### src/mfpc_pkg.sv
// Shared constants and types of the instruction sequencing core
package mfpc_pkg;
  // ----------------------------------------------------------------
  // Program counter and stack geometry
  // ----------------------------------------------------------------
  localparam int PC_LO_W = 8;
  localparam int PC_HI_W = 5;
  localparam int STACK_LEVELS = 8;
  localparam int BANK_BITS = 2;
  localparam logic [12:0] RESET_ADDR = 13'h0000;
  // ----------------------------------------------------------------
  // APB register map and fields
  // ----------------------------------------------------------------
  localparam logic [11:0] ADDR_PCL = 12'h000;
  localparam logic [11:0] ADDR_STATUS = 12'h004;
  localparam logic [11:0] ADDR_CTRL = 12'h008;
  localparam int ST_ACC_LSB = 0;
  localparam int ST_FLAG_LSB = 8;
  localparam int ST_DEPTH_LSB = 12;
  localparam int ST_PEND_BIT = 16;
  localparam int CTRL_BANK_LSB = 0;
  // ----------------------------------------------------------------
  // Instruction encoding
  // ----------------------------------------------------------------
  localparam logic [15:0] OP_NOP = 16'h0000;
  localparam logic [3:0] CL_ALU_IMM = 4'h1;
  localparam logic [3:0] CL_ALU_ACC = 4'h2;
  localparam logic [3:0] CL_ALU_MEM = 4'h3;
  localparam logic [3:0] CL_SKIP = 4'h4;
  localparam logic [3:0] CL_RET = 4'h5;
  localparam logic [3:0] CL_LALU = 4'h6;
  localparam logic [2:0] TOP_CALL = 3'h6;
  localparam logic [2:0] TOP_JUMP = 3'h7;
  localparam logic [1:0] SK_SZ = 2'h0;
  localparam logic [1:0] SK_SNZ = 2'h1;
  localparam logic [1:0] SK_SIZ = 2'h2;
  localparam logic [1:0] SK_SDZ = 2'h3;
  localparam logic [7:0] DM_PCL_ADDR = 8'h06;
  localparam logic [3:0] BCD_MAX = 4'h9;
  localparam logic [7:0] DAA_LO = 8'h06;
  localparam logic [8:0] DAA_HI = 9'h060;

  typedef enum logic [1:0] {
    PH_T1 = 2'b00, PH_T2 = 2'b01, PH_T3 = 2'b11, PH_T4 = 2'b10
  } mfpc_phase_t;

  typedef enum logic [3:0] {
    ALU_ADD, ALU_ADC, ALU_SUB, ALU_SBC, ALU_DAA, ALU_AND, ALU_OR, ALU_XOR,
    ALU_CPL, ALU_RR, ALU_RRC, ALU_RL, ALU_RLC, ALU_INC, ALU_DEC, ALU_MOVA
  } mfpc_alu_t;
endpackage : mfpc_pkg

### src/mfpc_core.sv
// Instruction sequencing core: phases, fetch pipeline, banked PC, return stack, ALU
//
// Summary of operation
// - Four Gray-coded phases on CYCLE_PHASE make one instruction cycle.
// - PC advances and next instruction is fetched at start of T1.
// - Fetch overlaps execute, giving one plain instruction per cycle.
// - Extended instructions take two cycles; branching ones one cycle more.
// - Jump or call: one cycle gets the target, the next branches.
// - Otherwise the PC rises by exactly one per instruction.
// - PC is bank field, five high bits and an eight-bit low byte.
// - Only the PC low byte is software readable and writable.
// - Writing the low byte jumps within the page, adding one dummy cycle.
// - A met skip discards the prefetched instruction for a dummy cycle.
// - Jump, call, interrupt and reset load the target into the PC.
// - Eight-level stack holds only PCs and is hidden from software.
// - Call or interrupt acknowledge pushes the PC.
// - Subroutine or interrupt return pops the PC.
// - Reset points the stack pointer at the top of the stack.
// - Full stack holds an interrupt pending until a return pops.
// - Call on full stack still runs and drops the oldest entry.
// - The ALU works on 8-bit operands through the accumulator.
// - ALU results go to the named destination and update flags.
// - Add, subtract, carry forms, adjust, logic, rotates, inc, dec, skip tests.
// - After reset fetching starts at address zero.
//
// Implementation choices: the APB register port and the register addresses.
`timescale 1ns/1ns
module mfpc_core #(
  parameter int BANK_W = mfpc_pkg::BANK_BITS,
  parameter int SDEPTH = mfpc_pkg::STACK_LEVELS
) (
  input wire logic CORE_CLK,
  input wire logic SYS_RST,
  input wire logic PSEL,
  input wire logic PENABLE,
  input wire logic PWRITE,
  input wire logic [11:0] PADDR,
  input wire logic [31:0] PWDATA,
  output logic [31:0] PRDATA,
  output logic PREADY,
  output logic PSLVERR,
  output logic [BANK_W+mfpc_pkg::PC_HI_W+mfpc_pkg::PC_LO_W-1:0] PM_ADDR,
  input wire logic [15:0] PM_DATA,
  output logic [7:0] DM_ADDR,
  output logic [7:0] DM_WDATA,
  output logic DM_WE,
  input wire logic [7:0] DM_RDATA,
  input wire logic INT_REQ,
  input wire logic [12:0] INT_VECTOR,
  output logic INT_ACK,
  output logic [1:0] CYCLE_PHASE
);
  import mfpc_pkg::*;

  localparam int PC_W = BANK_W + PC_HI_W + PC_LO_W;
  localparam int SP_W = $clog2(SDEPTH);

  if (BANK_W < 1 || BANK_W > 2 || !(SDEPTH == 2 || SDEPTH == 4 || SDEPTH == 8)) begin : g_chk
    $error("mfpc_core: unsupported BANK_W or SDEPTH");
  end

  mfpc_phase_t phase;
  logic [PC_W-1:0] pc;
  logic [15:0] ir;
  logic ext_stage;
  logic [7:0] acc;
  logic c_f, ac_f, z_f, ov_f;
  logic [PC_W-1:0] stk [SDEPTH];
  logic [SP_W-1:0] sp;
  logic [SP_W:0] depth;
  logic take_skip, pcl_pend, int_pend;
  logic [7:0] pcl_val;
  logic [BANK_W-1:0] bank;

  // ----------------------------------------------------------------
  // Decode
  // ----------------------------------------------------------------
  logic [3:0] cls;
  mfpc_alu_t func;
  logic [1:0] sk;
  logic is_jmp, is_call, is_ret, is_ext, is_skip, t4, full, ext_first;
  logic exec_now, wr_mem, inst_pcl_wr;
  logic do_jmp, do_call, do_ret, do_pcl, do_skip, do_int, do_seq;
  logic [SP_W-1:0] sp_m1;
  logic [PC_W-1:0] stk_top;

  assign cls = ir[15:12];
  assign func = mfpc_alu_t'(ir[11:8]);
  assign sk = ir[9:8];
  assign is_jmp = ir[15:13] == TOP_JUMP;
  assign is_call = ir[15:13] == TOP_CALL;
  assign is_ret = cls == CL_RET;
  assign is_ext = cls == CL_LALU;
  assign is_skip = cls == CL_SKIP;
  assign t4 = phase == PH_T4;
  assign full = depth == (SP_W+1)'(SDEPTH);
  assign ext_first = is_ext && !ext_stage;
  // Extended op computes in its second cycle
  assign exec_now = phase == PH_T3 && (!is_ext || ext_stage);
  assign wr_mem = cls == CL_ALU_MEM || is_ext || (is_skip && (sk == SK_SIZ || sk == SK_SDZ));
  assign inst_pcl_wr = exec_now && wr_mem && ir[7:0] == DM_PCL_ADDR;
  assign sp_m1 = sp - 1'b1;
  assign stk_top = stk[sp_m1];

  // Priority of control transfers at the end of T4
  assign do_jmp = t4 && is_jmp;
  assign do_call = t4 && is_call;
  assign do_ret = t4 && is_ret;
  assign do_pcl = t4 && !ext_first && pcl_pend && !is_jmp && !is_call && !is_ret;
  assign do_skip = t4 && take_skip && !pcl_pend;
  // A full stack withholds acknowledge; the request stays pending
  assign do_int = t4 && !ext_first && int_pend && !full && !is_jmp && !is_call && !is_ret
                  && !pcl_pend && !take_skip;
  assign do_seq = t4 && !ext_first && !is_jmp && !is_call && !is_ret && !pcl_pend
                  && !take_skip && !do_int;

  // ----------------------------------------------------------------
  // Phase generator
  // ----------------------------------------------------------------
  always_ff @(posedge CORE_CLK) begin
    if (SYS_RST) begin
      phase <= PH_T1;
    end else begin
      unique case (phase)
        PH_T1: phase <= PH_T2;
        PH_T2: phase <= PH_T3;
        PH_T3: phase <= PH_T4;
        PH_T4: phase <= PH_T1;
      endcase
    end
  end

  // ----------------------------------------------------------------
  // Program counter and instruction register
  // ----------------------------------------------------------------
  always_ff @(posedge CORE_CLK) begin
    if (SYS_RST) begin
      pc <= PC_W'(RESET_ADDR);
      ir <= OP_NOP;
      ext_stage <= 1'b0;
    end else if (t4) begin
      ext_stage <= ext_first;
      if (ext_first) begin
        ir <= ir;
      end else if (is_jmp || is_call) begin
        pc <= {bank, ir[12:0]};
        ir <= OP_NOP;
      end else if (is_ret) begin
        pc <= stk_top;
        ir <= OP_NOP;
      end else if (pcl_pend) begin
        // Page stays, only the low byte moves
        pc <= {pc[PC_W-1:PC_LO_W], pcl_val};
        ir <= OP_NOP;
      end else if (take_skip) begin
        pc <= pc + PC_W'(1);
        ir <= OP_NOP;
      end else if (do_int) begin
        pc <= {BANK_W'(0), INT_VECTOR};
        ir <= OP_NOP;
      end else begin
        pc <= pc + PC_W'(1);
        ir <= PM_DATA;
      end
    end
  end

  // ----------------------------------------------------------------
  // Return stack
  // ----------------------------------------------------------------
  // Circular store: a push on a full stack overwrites the oldest entry
  always_ff @(posedge CORE_CLK) begin
    if (SYS_RST) begin
      sp <= '0;
      depth <= '0;
    end else if (do_call || do_int) begin
      stk[sp] <= pc;
      sp <= sp + 1'b1;
      depth <= full ? depth : depth + 1'b1;
    end else if (do_ret && depth != '0) begin
      sp <= sp_m1;
      depth <= depth - 1'b1;
    end
  end

  // ----------------------------------------------------------------
  // ALU
  // ----------------------------------------------------------------
  logic [7:0] b, bx, res, sk_res, mem_res;
  logic [8:0] sum;
  logic [4:0] hs;
  logic cin, n_c, n_ac, n_ov, z_upd, skip_hit;

  assign b = cls == CL_ALU_IMM ? ir[7:0] : (ir[7:0] == DM_PCL_ADDR ? pc[7:0] : DM_RDATA);

  always_comb begin
    bx = b;
    cin = 1'b0;
    res = acc;
    n_c = c_f;
    n_ac = ac_f;
    n_ov = ov_f;
    sum = '0;
    hs = '0;
    z_upd = 1'b1;
    unique case (func)
      ALU_ADD, ALU_ADC, ALU_SUB, ALU_SBC: begin
        bx = (func == ALU_SUB || func == ALU_SBC) ? ~b : b;
        cin = func == ALU_SUB ? 1'b1 : (func == ALU_ADD ? 1'b0 : c_f);
        sum = {1'b0, acc} + {1'b0, bx} + {8'h00, cin};
        hs = {1'b0, acc[3:0]} + {1'b0, bx[3:0]} + {4'h0, cin};
        res = sum[7:0];
        n_c = sum[8];
        n_ac = hs[4];
        n_ov = (acc[7] == bx[7]) && (sum[7] != acc[7]);
      end
      ALU_DAA: begin
        sum = {1'b0, acc} + {1'b0, (acc[3:0] > BCD_MAX || ac_f) ? DAA_LO : 8'h00};
        if (sum[7:4] > BCD_MAX || c_f || sum[8]) begin
          sum = sum + DAA_HI;
        end
        res = sum[7:0];
        n_c = c_f | sum[8];
      end
      ALU_AND: res = acc & b;
      ALU_OR: res = acc | b;
      ALU_XOR: res = acc ^ b;
      ALU_CPL: res = ~b;
      ALU_RR: begin
        res = {b[0], b[7:1]};
        z_upd = 1'b0;
      end
      ALU_RRC: begin
        res = {c_f, b[7:1]};
        n_c = b[0];
        z_upd = 1'b0;
      end
      ALU_RL: begin
        res = {b[6:0], b[7]};
        z_upd = 1'b0;
      end
      ALU_RLC: begin
        res = {b[6:0], c_f};
        n_c = b[7];
        z_upd = 1'b0;
      end
      ALU_INC: res = b + 8'h01;
      ALU_DEC: res = b - 8'h01;
      ALU_MOVA: begin
        res = acc;
        z_upd = 1'b0;
      end
    endcase
  end

  // Skip tests leave the flags alone
  always_comb begin
    unique case (sk)
      SK_SIZ: sk_res = b + 8'h01;
      SK_SDZ: sk_res = b - 8'h01;
      SK_SZ, SK_SNZ: sk_res = b;
    endcase
    skip_hit = sk == SK_SNZ ? sk_res != 8'h00 : sk_res == 8'h00;
  end

  assign mem_res = is_skip ? sk_res : res;

  // ----------------------------------------------------------------
  // Execute and write back at the end of T3
  // ----------------------------------------------------------------
  always_ff @(posedge CORE_CLK) begin
    if (SYS_RST) begin
      acc <= 8'h00;
      {c_f, ac_f, z_f, ov_f} <= 4'h0;
      take_skip <= 1'b0;
      DM_WE <= 1'b0;
      DM_WDATA <= 8'h00;
      DM_ADDR <= 8'h00;
    end else begin
      if (phase == PH_T1) begin
        DM_ADDR <= ir[7:0];
      end
      if (t4) begin
        take_skip <= 1'b0;
        DM_WE <= 1'b0;
      end else if (exec_now) begin
        take_skip <= is_skip && skip_hit;
        if (cls == CL_ALU_IMM || cls == CL_ALU_ACC) begin
          acc <= res;
        end
        if (wr_mem && !inst_pcl_wr) begin
          DM_WE <= 1'b1;
          DM_WDATA <= mem_res;
        end
        if (cls == CL_ALU_IMM || cls == CL_ALU_ACC || cls == CL_ALU_MEM || is_ext) begin
          c_f <= n_c;
          ac_f <= n_ac;
          ov_f <= n_ov;
          z_f <= z_upd ? res == 8'h00 : z_f;
        end
      end
    end
  end

  // ----------------------------------------------------------------
  // APB slave: PROGRAM_COUNTER_LOW_BYTE, STATUS, CTRL; zero wait states
  // ----------------------------------------------------------------
  logic setup_ph, acc_ph, hit;
  logic [31:0] status;

  assign setup_ph = PSEL && !PENABLE;
  assign acc_ph = PSEL && PENABLE;
  assign hit = PADDR == ADDR_PCL || PADDR == ADDR_STATUS || PADDR == ADDR_CTRL;
  assign PREADY = 1'b1;
  assign PSLVERR = acc_ph && !hit;
  assign PM_ADDR = pc;
  assign CYCLE_PHASE = phase;

  always_comb begin
    status = '0;
    status[ST_ACC_LSB +: 8] = acc;
    status[ST_FLAG_LSB +: 4] = {ov_f, z_f, ac_f, c_f};
    status[ST_DEPTH_LSB +: SP_W+1] = depth;
    status[ST_PEND_BIT] = int_pend;
  end

  always_ff @(posedge CORE_CLK) begin
    if (SYS_RST) begin
      PRDATA <= 32'h0000_0000;
      bank <= '0;
    end else begin
      if (setup_ph) begin
        unique case (1'b1)
          PADDR == ADDR_PCL: PRDATA <= {24'h00_0000, pc[7:0]};
          PADDR == ADDR_STATUS: PRDATA <= status;
          PADDR == ADDR_CTRL: PRDATA <= 32'(bank);
          default: PRDATA <= 32'h0000_0000;
        endcase
      end
      if (acc_ph && PWRITE && PADDR == ADDR_CTRL) begin
        bank <= PWDATA[CTRL_BANK_LSB +: BANK_W];
      end
    end
  end

  // Low-byte write from the bus or from an instruction; set wins over consume
  always_ff @(posedge CORE_CLK) begin
    if (SYS_RST) begin
      pcl_pend <= 1'b0;
      pcl_val <= 8'h00;
    end else if (acc_ph && PWRITE && PADDR == ADDR_PCL) begin
      pcl_pend <= 1'b1;
      pcl_val <= PWDATA[7:0];
    end else if (inst_pcl_wr) begin
      pcl_pend <= 1'b1;
      pcl_val <= mem_res;
    end else if (do_pcl) begin
      pcl_pend <= 1'b0;
    end
  end

  // ----------------------------------------------------------------
  // Interrupt acknowledge
  // ----------------------------------------------------------------
  always_ff @(posedge CORE_CLK) begin
    if (SYS_RST) begin
      int_pend <= 1'b0;
      INT_ACK <= 1'b0;
    end else begin
      INT_ACK <= do_int;
      if (INT_REQ) begin
        int_pend <= 1'b1;
      end else if (do_int) begin
        int_pend <= 1'b0;
      end
    end
  end
endmodule : mfpc_core

### config.mk
export PLATFORM = sky130hd
export DESIGN_NAME = mfpc_core
export DESIGN_NICKNAME = d
export VERILOG_FILES = /design/src/mfpc_pkg.sv /design/src/mfpc_core.sv
export SDC_FILE = /design/constraint.sdc
export NUM_CORES = 1
export LEC_CHECK = 0
export BUFFER_PORTS_ARGS = -buffer_cell sky130_fd_sc_hd__buf_4
export CELL_PAD_IN_SITES_DETAIL_PLACEMENT = 2
export CELL_PAD_IN_SITES_GLOBAL_PLACEMENT = 2
export CORE_MARGIN = 1
export CORE_UTILIZATION = 35
export CTS_CLUSTER_DIAMETER = 50
export DETAILED_ROUTE_END_ITERATION = 10
export PLACE_DENSITY_LB_ADDON = 0.1
export RECOVER_POWER = 100
export SLEW_MARGIN = 5
export SYNTH_ARGS = -nofsm -noshare
export SYNTH_HDL_FRONTEND = slang
export SYNTH_SLANG_ARGS = --single-unit
### constraint.sdc
create_clock -name CORE_CLK -period 5.95 [get_ports CORE_CLK]
set_input_delay 1.19 -clock CORE_CLK [delete_from_list [all_inputs] [get_ports CORE_CLK]]
set_output_delay 1.19 -clock CORE_CLK [all_outputs]
set_load 0.02 [all_outputs]
# ---- Word-level counts from Yosys, hierarchy flattened
# Memories as Yosys holds them, arrays and structs flattened.
# Cells that the tools add are included.
dict set report totals {
  register_bits 116
  ram_bits 120
  inputBits 87
  out_inout_bits 69
  word_cells 205
  memories 1
}
# memory words width read_ports rd_ports_with_merged_regs wr line
set memory_table {}
lappend memory_table {stk 8 15 1 0 1 mfpc_core.sv:68} ;# logic [PC_W-1:0] stk [SDEPTH];
dict set report op_classes {
  addsub 13
  n_lt_le_gt_ge 2
  n_eq_ne 37
  mux 40
  bitwise_logic 8
  n_reduce_logical 82
}
# operator n
set op_table {}
lappend op_table {{$pmux W8 S13} 1}
lappend op_table {{$mux W16} 5}
lappend op_table {{$mux W15} 5}
lappend op_table {{$pmux W17 S3} 1}
lappend op_table {{$mux W8} 6}
lappend op_table {{$eq A4 B4 Y1 const B} 9}
lappend op_table {{$logic_and A1 B1 Y1} 29}
lappend op_table {{$eq A4 B3 Y1 const B} 7}
lappend op_table {{$pmux W8 S3} 1}
lappend op_table {{$mux W9} 2}
lappend op_table {{$eq A4 B2 Y1 const B} 4}
lappend op_table {{$logic_not A8 Y1} 2}
lappend op_table {{$add A15 B1 Y15 const B} 1}
lappend op_table {{$logic_or A1 B1 Y1} 15}
lappend op_table {{$eq A12 B3 Y1 const B} 1}
lappend op_table {{$eq A12 B4 Y1 const B} 1}
lappend op_table {{$logic_not A1 Y1} 12}
lappend op_table {{$logic_not A12 Y1} 1}
lappend op_table {{$mux W4} 3}
lappend op_table {{$reduce_and A4 Y1} 3}
lappend op_table {{$mux W1} 11}
lappend op_table {{$add A8 B3 Y9} 1}
lappend op_table {{$add A8 B8 Y9} 1}
lappend op_table {{$add A9 B1 Y9} 1}
lappend op_table {{other kinds (39)} 59}

# ---- Logic depth before layout (Yosys ltp)
dict set report depth {
  depth_word 16
  ltp_mapped 18
  mapped_depth_nobuf 17
}

# ---- Worst setup path before layout
# Ideal clock, no wire load.
dict set report synth_path {
  kind {in2reg}
  from {in DM_RDATA[0]}
  to {reg z_f}
  setup_time_ns 0.116
  arrival_time_ns 4.149
  t_required_ns 5.834
  slack_ns 1.685
  stages 15
  n_path_buf 0
  cell_sequence {or3_2 -> nand3_4 -> inv_6 -> xnor2_1 -> fa_1 -> fa_1 -> nor2b_1 -> o21ai_0 -> a21boi_0 -> o21ai_0 -> nor3b_1 -> o21ai_0 -> o31a_1 -> nor3_1 -> a31o_2}
}
dict set report synth_between {
  elab_chain_cells 8
  elab_cells_between_ends 13
  classes_between {add/sub: 4; mux: 4; bitwise: 4; reduce/logical: 1}
}
# item line
set synth_rtl {}
lappend synth_rtl {{from (decl)} mfpc_core.sv:47} ;# input wire logic [7:0] DM_RDATA,
lappend synth_rtl {{$mux W8 * (2 in a row)} mfpc_core.sv:194} ;# assign b = cls == CL_ALU_IMM ? ir[7:0] : (ir[7:0] == DM_PCL_ADDR ? pc[7:0] : DM_RDATA);
lappend synth_rtl {{$not A8 Y8} {mfpc_core.sv:208, mfpc_core.sv:228}}
lappend synth_rtl {{$mux W8} mfpc_core.sv:208} ;# bx = (func == ALU_SUB || func == ALU_SBC) ? ~b : b;
lappend synth_rtl {{$add A8 B8 Y9} mfpc_core.sv:210} ;# sum = {1'b0, acc} + {1'b0, bx} + {8'h00, cin};
lappend synth_rtl {{$add A9 B1 Y9} mfpc_core.sv:210}
lappend synth_rtl {{$pmux W8 S13 *} mfpc_core.sv:206} ;# unique case (func)
lappend synth_rtl {{$logic_not A8 Y1 *} mfpc_core.sv:299} ;# z_f <= z_upd ? res == 8'h00 : z_f;
lappend synth_rtl {{to (signal assigned)} mfpc_core.sv:299}
lappend synth_rtl {{to (decl)} mfpc_core.sv:67} ;# logic c_f, ac_f, z_f, ov_f;
# Mark *: on every way between the ends. The rest lies on a longest branch, timed or not.
# A chain may end at the register's enable or synchronous reset.

# ---- Worst setup path in the final report
dict set report layout_path {
  from {reg ir[3]}
  to {reg z_f}
}
dict set report layout_between {
  elab_chain_cells 9
  elab_cells_between_ends 14
  classes_between {add/sub: 4; eq/ne: 1; mux: 4; bitwise: 4; reduce/logical: 1}
}
# item line
set layout_rtl {}
lappend layout_rtl {{from (decl)} mfpc_core.sv:64} ;# logic [15:0] ir;
lappend layout_rtl {{from (signal assigned)} mfpc_core.sv:144} ;# ir <= ir;
lappend layout_rtl {{$eq A8 B3 Y1} mfpc_core.sv:194}
lappend layout_rtl {{$mux W8} mfpc_core.sv:194}
lappend layout_rtl {{$mux W8 *} mfpc_core.sv:194}
lappend layout_rtl {{$not A8 Y8} {mfpc_core.sv:208, mfpc_core.sv:228}}
lappend layout_rtl {{$mux W8} mfpc_core.sv:208}
lappend layout_rtl {{$add A8 B8 Y9} mfpc_core.sv:210}
lappend layout_rtl {{$add A9 B1 Y9} mfpc_core.sv:210}
lappend layout_rtl {{$pmux W8 S13 *} mfpc_core.sv:206}
lappend layout_rtl {{$logic_not A8 Y1 *} mfpc_core.sv:299}
# Marks and branches as above.

==> impl_metrics.toml <==
[die]
ioPinCount = 156
coreArea_um2 = 34500
die_w_um = 189
initial_core_util = 0.355
die_h_um = 189
die-area_um2 = 35800
num_rows = 68

[yosys]
yosysUniqueCellTypes = 84
synth.most_common_cell = "nor2_1"
netlist_area_um2 = 12300
synth_edf_count = 120
yosysTopAreaCell = "edfxtp_1"
netlist_top_cells_area = "edfxtp_1, dfxtp_1, mux4_2, nor2_1, a21oi_1"
synth.top_cell.area_share = 0.294
yosysWarningCount = 0
syn_area_per_cell_um2 = 10.0
synth_common_cells = "nor2_1, edfxtp_1, nand2_1, dfxtp_1, a21oi_1"
seq_area_frac_synth = 0.459
synth_cells = 1221
synthArstFlopShare = 0
synth_ff_type = "edfxtp_1"
ys_ff_latch = 221

[global_routing]
grt_pass1_wl_mm = 68.9
grt_overflow = 0
grt_max_degree = 61
grt_pass1_vias = 10995
antenna_found_initial = 0
grt_usage = 0.256

[timing]
skew_ns = 0.0201
setup_viol = 0
fmax_ghz = 0.199
setup_ws_ns = 0.933
slew_headroom = -0.857
fin_crit_ns = 5.02
tightest_slew_ns = 2.78
hold_violations = 0
tns_ns = 0
period_share = 0.843
maxSlewViolCount = 122
rsz0062_at_grt = "false"

[routing]
wire_per_inst_um = 25.3
viasPerCell = 5.61
vias = 10102
wirelength_mm = 45.6
drc = 0
first_pass_iters = 7
ant_nets = 0
drt_iter0_markers = 426

[setup_path]
path_class = "reg2reg"
cp_data_required_time_ns = 6.35
critical_path.max_fanout = 10
crit_path_cell_trace = "or4_1, nor2_1, or3_2, nand3_1, inv_6, xnor2_1, fa_1, fa_1, nor2b_1, o21ai_0, a21boi_0, o21ai_0, nor3b_1, o21ai_0, o31a_1, nor3_1, a31o_2"
cp_common_cell = "o21ai_0"
worstPathArrival_ns = 5.42
cpPeakStageDelay_ns = 0.73
end_kind = "register"
crit_path_start_kind = "register"
slowest_stage = "or4_1"

[cts]
clock_sinks = 221
path_clk_slew_ns = 0.05
cts.path.max_buffers = 3
htreeDepth = 2
cts_resized = 0
cts_tree = "built"
cts_buffers = 34
ctsHoldBuffers = 0
clkLatencyLatePin_ns = 0.52
cts_setup_buffers = 0
clockRootBuffer = "clkbuf_16"

[outcome]
violations = "capacitance limit, slew limit"
outcome = "complete, but fails checks"

[run]
cap_violations = 3

[power]
pwr-share-seq = 0.416
leakagePower_nw = 5.03
p_clk_frac = 0.495
p_int_mw = 2.91
finalPower_mw = 3.94
p_sw_frac = 0.262
combinationalPowerShare = 0.090
peakVddDrop_v = 0.000191
p_per_area_nw_per_um2 = 275
switchingPower_mw = 1.03

[layout]
area_growth_pct = 17.0
postLayoutCellArea_um2 = 14300
drive_above_1_share = 0.153
layout.nets = 1444
antenna_cells = 0
final_util = 0.415

[placement]
post-place-ws_ns = 1.02
gp_congestion = 0.854
dpl_cell_area_um2 = 13600
io_buffers = 115
post-dp-hpwl_mm = 32.6

[worst_hold_path]
hold_class = "reg2reg"
layer usage:
| layer | GRT usage | wire length (µm) | vias to the layer above |
|---|---|---|---|
| li1 | - | - | 4664 |
| met5 | 0 | 0 | - |
| met3 | 0.0284 | 1370 | 67 |
| met4 | 0.0772 | 1080 | 0 |
| met2 | 0.476 | 24400 | 165 |
| met1 | 0.307 | 18700 | 5206 |
path summary, 6_finish.rpt:
path,from,endpoint,slack (ns),cells past startpoint
hold / removal,DM_WDATA[5],DM_WDATA[5],0.46,2
setup reg to reg,ir[3],z_f,0.93,17
setup / recovery,ir[3],z_f,0.93,17
hold reg to reg,DM_WDATA[5],DM_WDATA[5],0.46,2
state kept, by name (all words and copies together), names as in the netlist, 2 cells and up:
signal	count
stk	120
bank	2
DM_WDATA	8
DM_ADDR	8
depth	4
ir	16
pcl_val	8
CYCLE_PHASE	2
PRDATA	17
sp	3
acc	8
PM_ADDR	15
power by group through the flow:
| stage | combinational (mW) | clock, mW | sequential (mW) |
|---|---|---|---|
| after floorplan | 0.227 | 0 | 1.66 |
| after global placement | 0.356 | 0 | 1.67 |
| after detailed placement | 0.363 | 0 | 1.67 |
| after CTS | 0.366 | 1.98 | 1.64 |
| after global routing | 0.383 | 2.04 | 1.64 |
| final | 0.353 | 1.95 | 1.64 |
kinds of logic after synthesis:
| family | Yosys count | synth area share |
|---|---|---|
| AO/OA/AOI/OAI | 289 | 0.160 |
| flip-flops | 221 | 0.459 |
| buffers and inverters | 138 | 0.0517 |
| adder cells (fa/ha/maj) | 37 | 0.0402 |
| AND/OR/NAND/NOR | 419 | 0.167 |
| multiplexers | 64 | 0.0852 |
| XOR/XNOR | 51 | 0.0364 |
| other | 2 | 0.000613 |
placed cells by master (no fill, tap or decap), types with 6 or more instances in the layout:
cell,n
inv_1,34
nor2b_1,12
buf_4,78
a311oi_1,12
a211o_1,9
clkbuf_1,77
and3_1,11
nand2_1,105
nor4_1,6
ha_1,33
edfxtp_1,120
clkbuf_16,35
a22oi_1,21
a31oi_1,7
clkinvlp_4,9
o21ai_0,41
xnor2_1,36
nor3_1,25
conb_1,16
nand2b_1,11
nand3_1,39
a211oi_1,26
nor2_1,159
a32oi_1,6
mux2_2,13
mux4_2,31
a21oi_1,90
or3_1,9
a22o_1,19
dfxtp_1,100
inv_6,6
o211ai_1,10
mux2i_1,20
xor2_1,15
worst max-delay path: cells and delay by family (launching register included):
family / cells / cell delay [ns]
compound gates: 6 / 1.29
fa+ha+maj: 2 / 0.88
simple gates: 7 / 1.91
xor+xnor: 1 / 0.12
buf+inv: 1 / 0.28
flops: 1 / 0.39
metrics by stage:
stage	cells	hold WS, ns
2_1_floorplan	1235	0.434
3_3_place_gp	1739	0.450
3_5_place_dp	1739	0.460
4_1_cts	1801	0.467
5_1_grt	1801	0.487
6_report	1801	0.460
layout make-up:
cell class	count	area, µm²
inverters	38	153
multi-input cells	876	6040
well taps	455	569
clock buffers	43	926
clock inverters	19	180
flip-flops and latches	221	5630
fillers	3736	20200
repair buffers	149	852
(Power assumes the default switching activity.)
